`config.mk`:
```
export PLATFORM = sky130hd
export DESIGN_NAME = lsrh_regs
export DESIGN_NICKNAME = d
export VERILOG_FILES = /design/src/logic/lsrh_regs.v /design/src/logic/lsrh_commit_gate.v
export VERILOG_INCLUDE_DIRS = /design/src /design/src/pkg
export SDC_FILE = /design/constraint.sdc
export NUM_CORES = 1
export LEC_CHECK = 0
export BUFFER_PORTS_ARGS = -buffer_cell sky130_fd_sc_hd__buf_2
export CAP_MARGIN = 15
export CORE_AREA = 10 10 103 105
export DETAILED_ROUTE_END_ITERATION = 8
export DIE_AREA = 0 0 113 115
export PLACE_DENSITY = 0.84
export SYNTH_ARGS = -nofsm -noshare
export SYNTH_HDL_FRONTEND = slang
export SYNTH_SLANG_ARGS = --single-unit
```
`constraint.sdc`:
```
create_clock -name clk_in -period 2.3 [get_ports clk_in]
set_input_delay 0 -clock clk_in [delete_from_list [all_inputs] [get_ports clk_in]]
set_output_delay 0 -clock clk_in [all_outputs]
set_load 0.01 [all_outputs]
```
`src/pkg/lsrh_map.vh`:
```
`ifndef LSRH_MAP_VH
`define LSRH_MAP_VH

// Register offsets from the base address
`define LSRH_OFS_LS_THRESH    8'h44
`define LSRH_OFS_RH_DESC_A    8'h48

// Low-speed threshold register
`define LSRH_LIMIT_MSB        11
`define LSRH_LIMIT_RESET      12'h628
`define LSRH_FRAME_LEFT_W     14

// Root hub descriptor A fields
`define LSRH_PG_DELAY_MSB     31
`define LSRH_PG_DELAY_LSB     24
`define LSRH_OC_ABSENT_BIT    12
`define LSRH_OC_MODE_BIT      11
`define LSRH_COMPOUND_BIT     10
`define LSRH_ALWAYS_PWR_BIT   9
`define LSRH_SW_MODE_BIT      8
`define LSRH_PG_DELAY_RESET   8'hff
`define LSRH_OC_ABSENT_RESET  1'b0
`define LSRH_ALWAYS_PWR_RESET 1'b0
`define LSRH_SW_MODE_RESET    1'b1
`define LSRH_PORT_CNT_RESET   8'h02
`define LSRH_PORT_CNT_MIN     8'h01
`define LSRH_PORT_CNT_MAX     8'h0f

// Port count limit for the power mask
`define LSRH_PORTS_MAX        15

// Power-good unit in microseconds and in clock cycles at 40 MHz
`define LSRH_PG_UNIT_US       2000
`define LSRH_CLK_MHZ          40
`define LSRH_PG_UNIT_CYC      (`LSRH_PG_UNIT_US * `LSRH_CLK_MHZ)

`endif

```
`src/logic/lsrh_regs.v`:
```
`timescale 1ns/100ps
`include "lsrh_map.vh"

// Summary of operation
// - Start a low-speed transaction only when frame time left >= threshold.
// - Threshold decides if an eight-byte low-speed packet fits before frame end.
// - Top byte gives power-good delay in 2 ms units; software waits that long.
// - Overcurrent-absent bit set means no overcurrent protection.
// - Overcurrent mode 0 reports globally, 1 per port, if protection exists.
// - Reset loads overcurrent mode from the power switching mode bit.
// - Compound flag always reads 0 and ignores writes.
// - Always-powered bit 1 keeps ports powered; 0 means ports are switched.
// - Switching mode 0 powers all ports together; 1 powers them individually.
// - In switching mode 1, masked ports obey per-port commands only; unmasked obey the global switch.
// - Downstream port count reads only, between 1 and 15.

module lsrh_regs
#(
  parameter [7:0] PORT_COUNT = `LSRH_PORT_CNT_RESET
)
(
  // Clock and reset
  input  wire        clk_in,
  input  wire        rst_n_in,
  // Register access
  input  wire [7:0]  reg_addr_in,
  input  wire        reg_wr_in,
  input  wire        reg_rd_in,
  input  wire [31:0] reg_wdata_in,
  output reg  [31:0] reg_rdata_out,
  // Frame timing and low-speed scheduling
  input  wire [13:0] frame_time_left_in,
  input  wire        frame_start_in,
  input  wire        ls_req_in,
  output wire        ls_start_out,
  output wire        ls_deferred_out,
  // Root hub power control
  input  wire [15:0] port_power_mask_in,
  input  wire        global_power_set_in,
  input  wire        global_power_clr_in,
  input  wire [15:0] port_power_set_in,
  input  wire [15:0] port_power_clr_in,
  output reg  [15:0] port_power_out,
  // Overcurrent handling
  input  wire [15:0] port_overcurrent_in,
  output reg  [15:0] overcurrent_report_out,
  // Power-good wait
  output reg         power_good_wait_out
);

  // ----------------------------------------------------------------
  // Register storage
  // ----------------------------------------------------------------
  reg  [11:0] lowspeed_commit_limit_reg;
  reg  [7:0]  power_good_delay_reg;
  reg         overcurrent_absent_reg;
  reg         overcurrent_report_mode_reg;
  reg         always_powered_reg;
  reg         switching_mode_reg;
  reg         global_power_reg;
  reg  [15:0] port_power_reg;
  reg  [23:0] pg_cnt_reg;
  reg  [7:0]  pg_units_reg;
  reg  [15:0] port_power_reg_prev;

  wire [7:0]  downstream_port_count;
  wire [15:0] port_exists;
  wire        wr_limit;
  wire        wr_rha;
  wire        any_power_on;

  // Clamp the port count to the legal range
  assign downstream_port_count = (PORT_COUNT < `LSRH_PORT_CNT_MIN) ? `LSRH_PORT_CNT_MIN :
                                 (PORT_COUNT > `LSRH_PORT_CNT_MAX) ? `LSRH_PORT_CNT_MAX :
                                 PORT_COUNT;

  genvar gi;
  generate
    for (gi = 0; gi < 16; gi = gi + 1)
    begin : g_exist
      // Bit 0 is reserved; ports are numbered from 1
      assign port_exists[gi] = (gi != 0) && (gi <= downstream_port_count);
    end
  endgenerate

  assign wr_limit = reg_wr_in && (reg_addr_in == `LSRH_OFS_LS_THRESH);
  assign wr_rha = reg_wr_in && (reg_addr_in == `LSRH_OFS_RH_DESC_A);

  // ----------------------------------------------------------------
  // Register writes
  // ----------------------------------------------------------------
  // Reserved bits are dropped on write; software is expected to keep them at reset values
  always @(posedge clk_in)
  begin
    if (!rst_n_in)
    begin
      lowspeed_commit_limit_reg   <= `LSRH_LIMIT_RESET;
      power_good_delay_reg        <= `LSRH_PG_DELAY_RESET;
      overcurrent_absent_reg      <= `LSRH_OC_ABSENT_RESET;
      overcurrent_report_mode_reg <= `LSRH_SW_MODE_RESET;
      always_powered_reg          <= `LSRH_ALWAYS_PWR_RESET;
      switching_mode_reg          <= `LSRH_SW_MODE_RESET;
    end
    else
    begin
      if (wr_limit)
        lowspeed_commit_limit_reg <= reg_wdata_in[`LSRH_LIMIT_MSB:0];
      if (wr_rha)
      begin
        power_good_delay_reg        <= reg_wdata_in[`LSRH_PG_DELAY_MSB:`LSRH_PG_DELAY_LSB];
        overcurrent_absent_reg      <= reg_wdata_in[`LSRH_OC_ABSENT_BIT];
        overcurrent_report_mode_reg <= reg_wdata_in[`LSRH_OC_MODE_BIT];
        always_powered_reg          <= reg_wdata_in[`LSRH_ALWAYS_PWR_BIT];
        switching_mode_reg          <= reg_wdata_in[`LSRH_SW_MODE_BIT];
      end
    end
  end

  // ----------------------------------------------------------------
  // Read mux
  // ----------------------------------------------------------------
  always @*
  begin
    reg_rdata_out = 32'h0000_0000;
    if (reg_rd_in)
    begin
      case (reg_addr_in)
        `LSRH_OFS_LS_THRESH:
          reg_rdata_out = {20'h00000, lowspeed_commit_limit_reg};
        `LSRH_OFS_RH_DESC_A:
          reg_rdata_out = {power_good_delay_reg, 11'h000, overcurrent_absent_reg,
                           overcurrent_report_mode_reg, 1'b0,
                           always_powered_reg, switching_mode_reg,
                           downstream_port_count};
        default:
          reg_rdata_out = 32'h0000_0000;
      endcase
    end
  end

  // ----------------------------------------------------------------
  // Low-speed commit decision
  // ----------------------------------------------------------------
  lsrh_commit_gate u_gate
  (
    .clk_in             (clk_in),
    .rst_n_in           (rst_n_in),
    .limit_in           (lowspeed_commit_limit_reg),
    .frame_time_left_in (frame_time_left_in),
    .frame_start_in     (frame_start_in),
    .ls_req_in          (ls_req_in),
    .ls_start_out       (ls_start_out),
    .ls_deferred_out    (ls_deferred_out)
  );

  // ----------------------------------------------------------------
  // Port power switching
  // ----------------------------------------------------------------
  integer pi;
  always @(posedge clk_in)
  begin
    if (!rst_n_in)
    begin
      global_power_reg <= 1'b0;
      port_power_reg   <= 16'h0000;
    end
    else
    begin
      if (global_power_set_in)
        global_power_reg <= 1'b1;
      else if (global_power_clr_in)
        global_power_reg <= 1'b0;
      for (pi = 0; pi < 16; pi = pi + 1)
      begin
        if (port_power_set_in[pi])
          port_power_reg[pi] <= 1'b1;
        else if (port_power_clr_in[pi])
          port_power_reg[pi] <= 1'b0;
      end
    end
  end

  always @(posedge clk_in)
  begin
    if (!rst_n_in)
      port_power_out <= 16'h0000;
    else if (always_powered_reg)
      port_power_out <= port_exists;
    else if (!switching_mode_reg)
      port_power_out <= port_exists & {16{global_power_reg}};
    else
      port_power_out <= port_exists & ((port_power_mask_in & port_power_reg) |
                        (~port_power_mask_in & {16{global_power_reg}}));
  end

  // ----------------------------------------------------------------
  // Overcurrent reporting
  // ----------------------------------------------------------------
  always @(posedge clk_in)
  begin
    if (!rst_n_in)
      overcurrent_report_out <= 16'h0000;
    else if (overcurrent_absent_reg)
      overcurrent_report_out <= 16'h0000;
    else if (!overcurrent_report_mode_reg)
      overcurrent_report_out <= port_exists & {16{|(port_overcurrent_in & port_exists)}};
    else
      overcurrent_report_out <= port_overcurrent_in & port_exists;
  end

  // ----------------------------------------------------------------
  // Power-good wait after ports come up
  // ----------------------------------------------------------------
  // Restarts on any port turning on; holds the wait flag for delay x 2 ms
  assign any_power_on = |(port_power_out & ~port_power_reg_prev);
  always @(posedge clk_in)
  begin
    if (!rst_n_in)
    begin
      port_power_reg_prev <= 16'h0000;
      pg_cnt_reg          <= 24'h000000;
      pg_units_reg        <= 8'h00;
      power_good_wait_out <= 1'b0;
    end
    else
    begin
      port_power_reg_prev <= port_power_out;
      if (any_power_on && power_good_delay_reg != 8'h00)
      begin
        pg_units_reg        <= power_good_delay_reg;
        pg_cnt_reg          <= 24'h000000;
        power_good_wait_out <= 1'b1;
      end
      else if (power_good_wait_out)
      begin
        if (pg_cnt_reg == `LSRH_PG_UNIT_CYC - 1)
        begin
          pg_cnt_reg <= 24'h000000;
          if (pg_units_reg == 8'h01)
            power_good_wait_out <= 1'b0;
          pg_units_reg <= pg_units_reg - 8'h01;
        end
        else
          pg_cnt_reg <= pg_cnt_reg + 24'h000001;
      end
    end
  end

endmodule // lsrh_regs

```
`src/logic/lsrh_commit_gate.v`:
```
`timescale 1ns/100ps
`include "lsrh_map.vh"

module lsrh_commit_gate
(
  // Clock and reset
  input  wire        clk_in,
  input  wire        rst_n_in,
  // Threshold and frame time
  input  wire [11:0] limit_in,
  input  wire [13:0] frame_time_left_in,
  input  wire        frame_start_in,
  // Low-speed request
  input  wire        ls_req_in,
  output wire        ls_start_out,
  output reg         ls_deferred_out
);

  wire fits;

  // Zero-extend the threshold so the compare is at the frame counter's width
  assign fits = (frame_time_left_in >= {2'b00, limit_in});

  assign ls_start_out = ls_req_in & fits & ~ls_deferred_out;

  // A failed compare parks the request until the next frame begins;
  // a failure in the frame-start cycle itself still wins over the clear
  always @(posedge clk_in)
  begin
    if (!rst_n_in)
      ls_deferred_out <= 1'b0;
    else if (ls_req_in && !fits)
      ls_deferred_out <= 1'b1;
    else if (frame_start_in)
      ls_deferred_out <= 1'b0;
  end

endmodule // lsrh_commit_gate

```
==> flow_summary.yaml, run 1 <==
status:
  outcome: "complete, no violations"
detailed_routing:
  drc: 0
  drt-vias-per-instance: 4.98
  ant_nets: 0
  wirelength_um: 9760
  dr.pass1.iters: 4
  wire_per_inst_um: 14.7
  vias: 3310
  first_iter_violations: 230
global_route:
  grt_pass1_vias: 3394
  antenna_found_initial: 0
  grt_max_degree: 29
  grt_pass1_wl_um: 16100
  grt_usage_pct: 14.8
  grt_overflow: 0
clock_tree:
  cts_tree: "done"
  cts_made_buffers: 9
  h-tree-depth: 3
  clk_latency_ps: 340
  cts_buffer_depth: 2
  cts.clk_slew.worst_paths_ps: 80
  cts-root-buf: "clkbuf_8"
  cts_setup_buffers: 0
  clkSinkCount: 67
synthesis:
  synth_top_cell_by_area: "dfxtp_1"
  synth_top_family_by_area: "simple AND/OR/NAND/NOR gates"
  ys_seq_area_share_pct: 35.7
  synth_mux_area_share_pct: 7.26
  synth_xor_area_share_pct: 5.60
  ys.flop_type: "dfxtp_1"
  synth_edf_count: 0
  synth_cells: 428
  synth_top_area_share_pct: 35.7
  synth_area_um2: 3750
  avgSynthCellArea_um2: 8.77
  yosys.area_share.simple_pct: 27.0
  ys_types: 55
  ys_warn_count: 0
  synth_compound_area_share_pct: 8.20
  synth-adder-area-share_pct: 5.00
  synth.most_common_cell: "dfxtp_1"
  synthTopCellsByCount: "dfxtp_1, nand2_1, buf_4, nor2_1, mux2i_1"
  synth_seq_cells: 67
  async_flop_share_pct: 0
  synth_area_leaders: "dfxtp_1, buf_4, mux2i_1, ha_1, nand2_1"
hold_path:
  min_path_type: "in -> reg"
  hold_depth: 2
die:
  die_w_um: 113
  start_util_pct: 43.9
  pin_count: 193
  rows: 34
  core-area_um2: 8550
  die_area_um2: 13000
  die_h_um: 115
pwr:
  p_total_mw: 2.69
  leakage_nw: 2.24
  p_per_area_nw_per_um2: 573
  peakVddDrop_uv: 366
timing:
  slew_headroom_pct: 55.2
  clock.fmax_mhz: 478
  finalCritPeriodShare_pct: 90.9
  finalHoldViolCount: 0
  tns_ps: 0
  tightest_slew_ps: 666
  skew_ps: 12.7
  rsz0062_at_grt: "no"
  whs_ps: 60.4
  layout_min_cycle_time_ps: 2090
  drv_slew: 0
  finalSetupViolations: 0
critical_path:
  criticalPathCategory: "reg -> out"
  critPathCaptureType: "output port"
  cp_max_fo: 3
  cp.arrival_ps: 2090
  crit_required_ps: 2300
  startpoint_type: "flip-flop"
  ff2ff_path_depth: 5
layout:
  layout.area.seq_um2: 1340
  area_growth_syn_to_layout_pct: 25.0
  antenna_cells: 0
  final_nets: 692
  design_area_um2: 4690
  fin_cells: 664
  drive_gt1_share_pct: 21.6
  largest_reg_flops: 24
  fillCellCount: 742
  multi_input_area_um2: 2140
placement:
  placed_area_um2: 4160
  place.gp.congestion: 0.859
  port_buffers: 86
  placedCellCount: 617
  dp_hpwl_um: 7180
run:
  cap_violations: 0
## worst max-delay path, cell delays in order (launching register included)
cell and delay [ps]:
dfxtp_1 330, ha_1 270, nand2b_1 140, a2111oi_0 380
a2111oi_0 120, o21ai_1 240, a21oi_1 100, buf_2 170
## where the power goes
part           internal, mW  switching [mW]  leakage [nW]
Sequential             1.19          0.0335         0.544
Clock                 0.669           0.449         0.113
Combinational         0.166           0.179          1.58
Total                  2.03           0.661          2.24
## path summary, 6_finish.rpt
kind	start	to	slack (ps)
setup / recovery	lowspeed_commit_limit_reg[0]$_SDFFE_PN0P_	ls_start_out	210
hold / removal	rst_n_in	lowspeed_commit_limit_reg[10]$_SDFFE_PN1P_	60
setup reg to reg	pg_cnt_reg[7]$_SDFFE_PP0P_	pg_units_reg[5]$_SDFFE_PN0P_	320
hold reg to reg	port_power_out[1]$_SDFF_PN0_	port_power_reg_prev[1]$_SDFF_PN0_	470
## kinds of logic after synthesis
logic type,count (synthesis)
mux,27
xor+xnor,24
fa+ha+maj,15
buf+inv,68
flops,67
compound gates,43
simple gates,183
other cells,1
## layout by cell type, fill, tap and decap left out, drive strengths merged, types with 4 or more instances in the layout
cell type	n
xnor2	7
nor2	36
nor4	9
o21a	5
nor3	5
dfxtp	67
dlygate4sd3	31
ha	15
nand2	43
mux2i	25
nand3b	4
nand4	10
conb	39
or3	4
clkbuf	12
nor2b	18
a21oi	12
o21ai	7
and2	21
xor2	17
nand3	11
inv	20
buf	91
## repair_timing
action / in CTS / in global routing
endpoints found under the hold margin: 30 / 0
resized for setup: 0 / 1
endpoints found under the setup margin: 0 / 1
hold buffers: 31 / 0
## routing by layer
layer / global-route usage [%] / routed length [µm] / part of all wire, % / vias to the layer above
met5: 0 / 0 / 0 / -
met4: 5.58 / 143 / 1.5 / 0
li1: - / - / - / 1635
met1: 16.0 / 4010 / 41 / 1535
met3: 4.64 / 746 / 7.6 / 10
met2: 26.5 / 4870 / 50 / 130
## through the flow
stage,setup WS (ps),util (%)
2_1_floorplan,596,-
3_3_place_gp,439,48.6
3_5_place_dp,377,48.6
4_1_cts,97.4,54.9
5_1_grt,90.5,54.9
6_report,209,54.9
## final cells by class
type	instances	share of cell area, %
flip-flops and latches	67	28.6
clock inverters	4	1.55
well taps	108	2.88
clock buffers	12	3.30
multi-input cells	331	45.5
repair buffers	122	16.6
inverters	20	1.60
(Power assumes the default switching activity.)
==> run 2: changes to the inputs <==
--- a/config.mk
+++ b/config.mk
@@ -9,9 +9,11 @@
 export BUFFER_PORTS_ARGS = -buffer_cell sky130_fd_sc_hd__buf_2
 export CAP_MARGIN = 15
 export CORE_AREA = 10 10 103 105
+export CTS_CLUSTER_SIZE = 30
 export DETAILED_ROUTE_END_ITERATION = 8
 export DIE_AREA = 0 0 113 115
-export PLACE_DENSITY = 0.84
+export PLACE_DENSITY = 0.78
+export SETUP_SLACK_MARGIN = 0.5
 export SYNTH_ARGS = -nofsm -noshare
 export SYNTH_HDL_FRONTEND = slang
 export SYNTH_SLANG_ARGS = --single-unit
==> flow_summary.yaml, run 2 (synthesized netlist as in run 1, its figures left out) <==
critical_path:
  crit_required_ps: 2300
  critPathCaptureType: "output port"
  worstReg2RegStart: "power_good_delay_reg[5]$_SDFFE_PN1P_"
  cp_max_fo: 3
  rrSetupSlack_ps: 530
  crit_start: "lowspeed_commit_limit_reg[3]$_SDFFE_PN1P_"
  ff2ff_path_depth: 6
  cp.arrival_ps: 1920
  startpoint_type: "flip-flop"
  r2r-end: "pg_units_reg[7]$_SDFFE_PN0P_"
  criticalPathCategory: "reg -> out"
layout:
  antenna_cells: 0
  fillCellCount: 701
  multi_input_area_um2: 2340
  design_area_um2: 5090
  final_nets: 711
  final_cell_mix: "buf_2, dfxtp_1, nand2_1, conb_1, nor2_1"
  area_growth_syn_to_layout_pct: 35.6
  layout_commonest_cell: "buf_2"
  drive_gt1_share_pct: 29.4
  largest_reg_flops: 24
  layout.area.seq_um2: 1370
  fin_util_pct: 59.6
timing:
  layout_min_cycle_time_ps: 1920
  tns_ps: 0
  rsz0062_at_grt: "yes"
  drv_slew: 0
  finalCritPeriodShare_pct: 83.5
  whs_ps: 80.3
  clock.fmax_mhz: 521
  slew_headroom_pct: 52.0
  finalSetupViolations: 0
  finalHoldViolCount: 0
  skew_ps: 11.7
  tightest_slew_ps: 718
die:
  die_w_um: 113
  core-area_um2: 8550
  start_util_pct: 43.9
  die_h_um: 115
  die_area_um2: 13000
  rows: 34
  pin_count: 193
detailed_routing:
  dr.pass1.iters: 4
  vias: 3373
  drt-vias-per-instance: 4.94
  wirelength_um: 10300
  drc: 0
  ant_nets: 0
  first_iter_violations: 150
  wire_per_inst_um: 15.1
clock_tree:
  cts_tree: "done"
  cts_made_buffers: 9
  cts_buffer_depth: 2
  cts-root-buf: "clkbuf_8"
  clk_latency_ps: 340
  clkSinkCount: 67
  cts.clk_slew.worst_paths_ps: 70
  h-tree-depth: 3
placement:
  placed_area_um2: 4150
  port_buffers: 86
  dp_hpwl_um: 7090
  place.gp.congestion: 0.858
pwr:
  peakVddDrop_uv: 360
  p_sw_share_pct: 25.1
  p_per_area_nw_per_um2: 538
  pwr-share-clk_pct: 41.4
  p_int_mw: 2.05
  switchingPower_mw: 0.688
  leakage_nw: 2.41
  seq_power_share_pct: 44.9
  power.share.combinational_pct: 13.7
global_route:
  grt_overflow: 0
  grt_pass1_wl_um: 16300
  gr-max-usage-layer: "met2"
  antenna_found_initial: 0
  grtUsageMet3_pct: 5.63
  use_met1_pct: 15.6
  grt_usage_pct: 15.1
  grt_max_degree: 29
  use_met2_pct: 28.1
  grt_pass1_vias: 3411
status:
  outcome: "complete, no violations"
hold_path:
  hold_depth: 3
  min_path_type: "in -> reg"
  hold_start: "frame_start_in"
  worstHoldEndpoint: "u_gate.ls_deferred_out$_SDFFE_PN0P_"
run:
  cap_violations: 0
==> run 2: cell count changes in the layout (fill, tap and decap cells not counted), sizes merged <==
cell         change
clkinv           -1
clkbuf           -1
inv              +1
buf             +15
clkinvlp         +1
dlygate4sd3      +4
==> run 2: power groups by stage <==
stage	sequential (mW)	combinational [mW]	clock (mW)
floorplan	1.25	0.243	0
global placement	1.25	0.282	0
detailed placement	1.25	0.292	0
CTS	1.23	0.351	1.16
global route	1.23	0.420	1.21
finish	1.23	0.376	1.13
==> run 2: through the flow <==
| stage | total power, mW | cells | setup WS, ps |
|---|---|---|---|
| 2_1_floorplan | 1.49 | 466 | 596 |
| 3_3_place_gp | 1.53 | 616 | 429 |
| 3_5_place_dp | 1.55 | 616 | 419 |
| 4_1_cts | 2.73 | 672 | 377 |
| 5_1_grt | 2.87 | 683 | 282 |
| 6_report | 2.74 | 683 | 380 |
==> run 2: how the worst max path moves through the flow <==
stage	end
6_report	ls_start_out
5_1_grt	ls_start_out
4_1_cts	ls_start_out
3_5_place_dp	pg_units_reg[7]$_SDFFE_PN0P_
3_3_place_gp	pg_units_reg[5]$_SDFFE_PN0P_
2_1_floorplan	pg_units_reg[5]$_SDFFE_PN0P_
==> run 2: area by class of cell <==
type / count / share of cell area, %
flip-flops and latches: 67 / 26.9
multi-input cells: 331 / 46.0
well taps: 108 / 2.65
repair buffers: 141 / 18.4
clock inverters: 5 / 1.65
clock buffers: 11 / 2.97
inverters: 20 / 1.47
==> run 2: metal layers <==
layer	wire (µm)	up-vias
li1	-	1672
met1	4070	1572
met2	5370	113
met3	708	16
met4	180	0
met5	0	-
==> run 2: timing repair <==
action,in CTS,in global routing
hold buffers,35,0
pin swaps,7,18
gates resized for setup,23,29
endpoints found under the hold margin,30,0
buffers inserted,5,11
endpoints found under the setup margin,27,34
==> run 2: critical path: stages, from the launching register on <==
cell,delay (ps)
dfxtp_2,340
inv_1,40
ha_1,250
o21ai_0,150
a2111oi_4,410
o21ai_2,120
a21oi_2,120
buf_2,140
==> run 3: changes to the inputs <==
--- a/config.mk
+++ b/config.mk
@@ -6,13 +6,14 @@
 export SDC_FILE = /design/constraint.sdc
 export NUM_CORES = 1
 export LEC_CHECK = 0
+export ABC_AREA = 1
 export BUFFER_PORTS_ARGS = -buffer_cell sky130_fd_sc_hd__buf_2
 export CAP_MARGIN = 15
-export CORE_AREA = 10 10 103 105
+export CORE_AREA = 10 10 109 111
 export CTS_CLUSTER_SIZE = 30
 export DETAILED_ROUTE_END_ITERATION = 8
-export DIE_AREA = 0 0 113 115
-export PLACE_DENSITY = 0.78
+export DIE_AREA = 0 0 119 121
+export PLACE_DENSITY = 0.77
 export SETUP_SLACK_MARGIN = 0.5
 export SYNTH_ARGS = -nofsm -noshare
 export SYNTH_HDL_FRONTEND = slang
==> constraint.sdc (replaced) <==
create_clock -name clk_in -period 1.6 [get_ports clk_in]
set_input_delay 0 -clock clk_in [delete_from_list [all_inputs] [get_ports clk_in]]
set_output_delay 0 -clock clk_in [all_outputs]
set_load 0.01 [all_outputs]
==> flow_summary.yaml, run 3 <==
die:
  die_h_um: 121
  pin_count: 193
  core-area_um2: 9640
  rows: 36
  die_area_um2: 14400
  die_w_um: 119
  start_util_pct: 42.7
status:
  outcome: "finished with violations"
  violations: "negative setup slack"
run:
  cap_violations: 0
critical_path:
  crit_path_frequent_cell: "nand2_1"
  slowest_stage: "dfxtp_2"
  criticalPathCategory: "reg -> out"
  ff2ff_path_depth: 12
  worstReg2RegStart: "lowspeed_commit_limit_reg[1]$_SDFFE_PN0P_"
  critPathMaxStageDelay_ps: 360
  cp.arrival_ps: 1910
  r2r-end: "u_gate.ls_deferred_out$_SDFFE_PN0P_"
  critPathTopFamily: "simple AND/OR/NAND/NOR gates"
  critPathCaptureType: "output port"
  startpoint_type: "flip-flop"
  path_cells: "inv_2 -> ha_4 -> inv_2 -> o21bai_1 -> o21ai_1 -> nand2_1 -> nand2_1 -> nand2_1 -> nand2_1 -> nor2_2 -> buf_2"
  crit_required_ps: 1600
  rrSetupSlack_ps: -200
  cp_max_fo: 2
  crit_buf_inv: 3
hold_path:
  min_path_type: "in -> reg"
  hold_start: "port_power_mask_in[2]"
  hold_depth: 5
  worstHoldEndpoint: "port_power_out[2]$_SDFF_PN0_"
global_route:
  grt_pass1_wl_um: 23000
  grt_pass1_vias: 5009
  antenna_found_initial: 0
  grt_overflow: 0
  grt_usage_pct: 19.0
  grt_max_degree: 26
layout:
  drive_gt1_share_pct: 48.1
  final_cell_mix: "nand2_1, buf_2, nor2_1, nand3_1, buf_4"
  largest_reg_flops: 24
  multi_input_area_um2: 3110
  layout.area.seq_um2: 1420
  fillCellCount: 660
  design_area_um2: 6730
  area_growth_syn_to_layout_pct: 63.3
  final_nets: 960
  antenna_cells: 0
  layout_commonest_cell: "nand2_1"
pwr:
  leakage_nw: 3.07
  p_per_area_nw_per_um2: 597
  peakVddDrop_uv: 458
  p_total_mw: 4.02
  p_sw_share_pct: 33.7
  seq_power_share_pct: 43.5
  p_int_mw: 2.66
  power.share.combinational_pct: 23.3
  switchingPower_mw: 1.35
  pwr-share-clk_pct: 33.3
clock_tree:
  cts-root-buf: "clkbuf_8"
  clk_latency_ps: 360
  h-tree-depth: 3
  cts_buffer_depth: 2
  clkSinkCount: 67
  cts.clk_slew.worst_paths_ps: 80
  cts_made_buffers: 9
  cts_tree: "done"
synthesis:
  ys_warn_count: 0
  synth_top_cell_by_area: "dfxtp_1"
  ys.flop_type: "dfxtp_1"
  yosys.area_share.simple_pct: 37.3
  synth_cells: 622
  async_flop_share_pct: 0
  ys_seq_area_share_pct: 32.6
  synth_seq_cells: 67
  avgSynthCellArea_um2: 6.62
  synth_area_leaders: "dfxtp_1, nand2_1, buf_4, nand3_1, nor2_1"
  synth-adder-area-share_pct: 4.56
  synth_area_um2: 4120
  synth.most_common_cell: "nand2_1"
  synth_top_area_share_pct: 32.6
  synth_mux_area_share_pct: 0
  synthTopCellsByCount: "nand2_1, nor2_1, dfxtp_1, inv_1, nand3_1"
  synth_edf_count: 0
  synth_compound_area_share_pct: 6.65
  synth_top_family_by_area: "simple AND/OR/NAND/NOR gates"
  synth_xor_area_share_pct: 3.62
  ys_types: 34
placement:
  dp_hpwl_um: 8470
  place.gp.congestion: 0.908
  port_buffers: 86
  placed_area_um2: 4680
detailed_routing:
  dr.pass1.iters: 5
  vias: 5130
  drc: 0
  drt-vias-per-instance: 5.36
  wire_per_inst_um: 17.8
  ant_nets: 0
  wirelength_um: 17100
  first_iter_violations: 464
timing:
  rsz0062_at_grt: "yes"
  layout_min_cycle_time_ps: 1910
  slew_headroom_pct: 64.4
  finalSetupViolations: 3
  tightest_slew_ps: 533
  clock.fmax_mhz: 523
  drv_slew: 0
  finalHoldViolCount: 0
  skew_ps: 11.3
  final.setup.worst_slack_ps: -313
  whs_ps: 42.8
  finalCritPeriodShare_pct: 120
[run 3: changes by cell type after synthesis, moves of 5 or more]
| cell | previous run | this run |
|---|---|---|
| nor2b_1 | 18 | 0 |
| nor2_1 | 36 | 71 |
| o21a_1 | 5 | 0 |
| nor3_1 | 5 | 18 |
| nand3_1 | 11 | 59 |
| xor2_1 | 17 | 11 |
| nand2_1 | 42 | 171 |
| and2_1 | 21 | 0 |
| inv_1 | 19 | 67 |
| mux2i_1 | 25 | 0 |
| a21oi_1 | 12 | 39 |
[run 3: cell type report]
type | instances | area share, %
clock buffers | 9 | 1.84
clock inverters | 7 | 0.763
inverters | 68 | 4.13
multi-input cells | 474 | 46.3
flip-flops and latches | 67 | 21.2
well taps | 133 | 2.47
repair buffers | 199 | 23.4
[run 3: per-stage QoR]
| step | instances | TNS [ps] | setup WS (ps) | util (%) |
|---|---|---|---|---|
| final | 957 | -515 | -313 | 69.8 |
| after global routing | 957 | -687 | -349 | 69.8 |
| after CTS | 931 | -118 | -91.3 | 62.1 |
| after detailed placement | 841 | 0 | 162 | 48.6 |
| after global placement | 841 | 0 | 171 | 48.6 |
| after floorplan | 660 | 0 | 273 | - |
[run 3: kinds of logic (layout without fill, tap and decap cells)]
logic type / after synthesis / after routing
simple gates: 349 / 352
other cells: 1 / 39
buf+inv: 122 / 283
fa+ha+maj: 15 / 15
compound gates: 51 / 51
flops: 67 / 67
xor+xnor: 17 / 17
[run 3: worst reg2reg max path, cell delays in order, from the launching register on]
cell,delay [ps]
dfxtp_2,360
inv_2,60
ha_4,270
inv_2,30
o21bai_1,190
o21ai_1,90
nand2_1,100
nand2_1,80
buf_4,130
buf_4,120
buf_4,120
nand3_1,70
a21oi_1,60
[run 3: worst max path at each step]
stage	start	end	slack, ps	cells past startpoint
after CTS	lowspeed_commit_limit_reg[3]$_SDFFE_PN1P_	ls_start_out	-90	11
after detailed placement	pg_cnt_reg[1]$_SDFFE_PP0P_	pg_units_reg[7]$_SDFFE_PN0P_	160	10
final	lowspeed_commit_limit_reg[1]$_SDFFE_PN0P_	ls_start_out	-310	11
after global routing	lowspeed_commit_limit_reg[1]$_SDFFE_PN0P_	ls_start_out	-350	11
after floorplan	port_power_out[1]$_SDFF_PN0_	pg_cnt_reg[0]$_SDFFE_PP0P_	270	8
after global placement	pg_cnt_reg[1]$_SDFFE_PP0P_	pg_units_reg[0]$_SDFFE_PN0P_	170	10
[run 3: per-layer routing]
layer / vias up / global-route usage [%] / part of all wire (%)
met4: 0 / 11.0 / 6.2
met3: 122 / 6.79 / 11
met1: 2315 / 19.2 / 33
li1: 2306 / - / -
met2: 387 / 33.4 / 50
met5: - / 0 / 0
[run 3: power groups by stage]
stage | combinational (mW) | clock [mW] | sequential, mW
after floorplan | 0.471 | 0 | 1.79
after global placement | 0.576 | 0 | 1.79
after detailed placement | 0.580 | 0 | 1.79
after CTS | 0.759 | 1.32 | 1.75
after global routing | 1.01 | 1.39 | 1.75
final | 0.935 | 1.34 | 1.75
[run 3: what timing repair did]
| item | 4_1_cts | 5_1_grt |
|---|---|---|
| hold buffers | 31 | 0 |
| cloned | 2 | 3 |
| setup buffers | 41 | 23 |
| setup endpoints to repair | 50 | 56 |
| pin swaps | 51 | 62 |
| endpoints found under the hold margin | 30 | 0 |
| gates resized for setup | 152 | 129 |
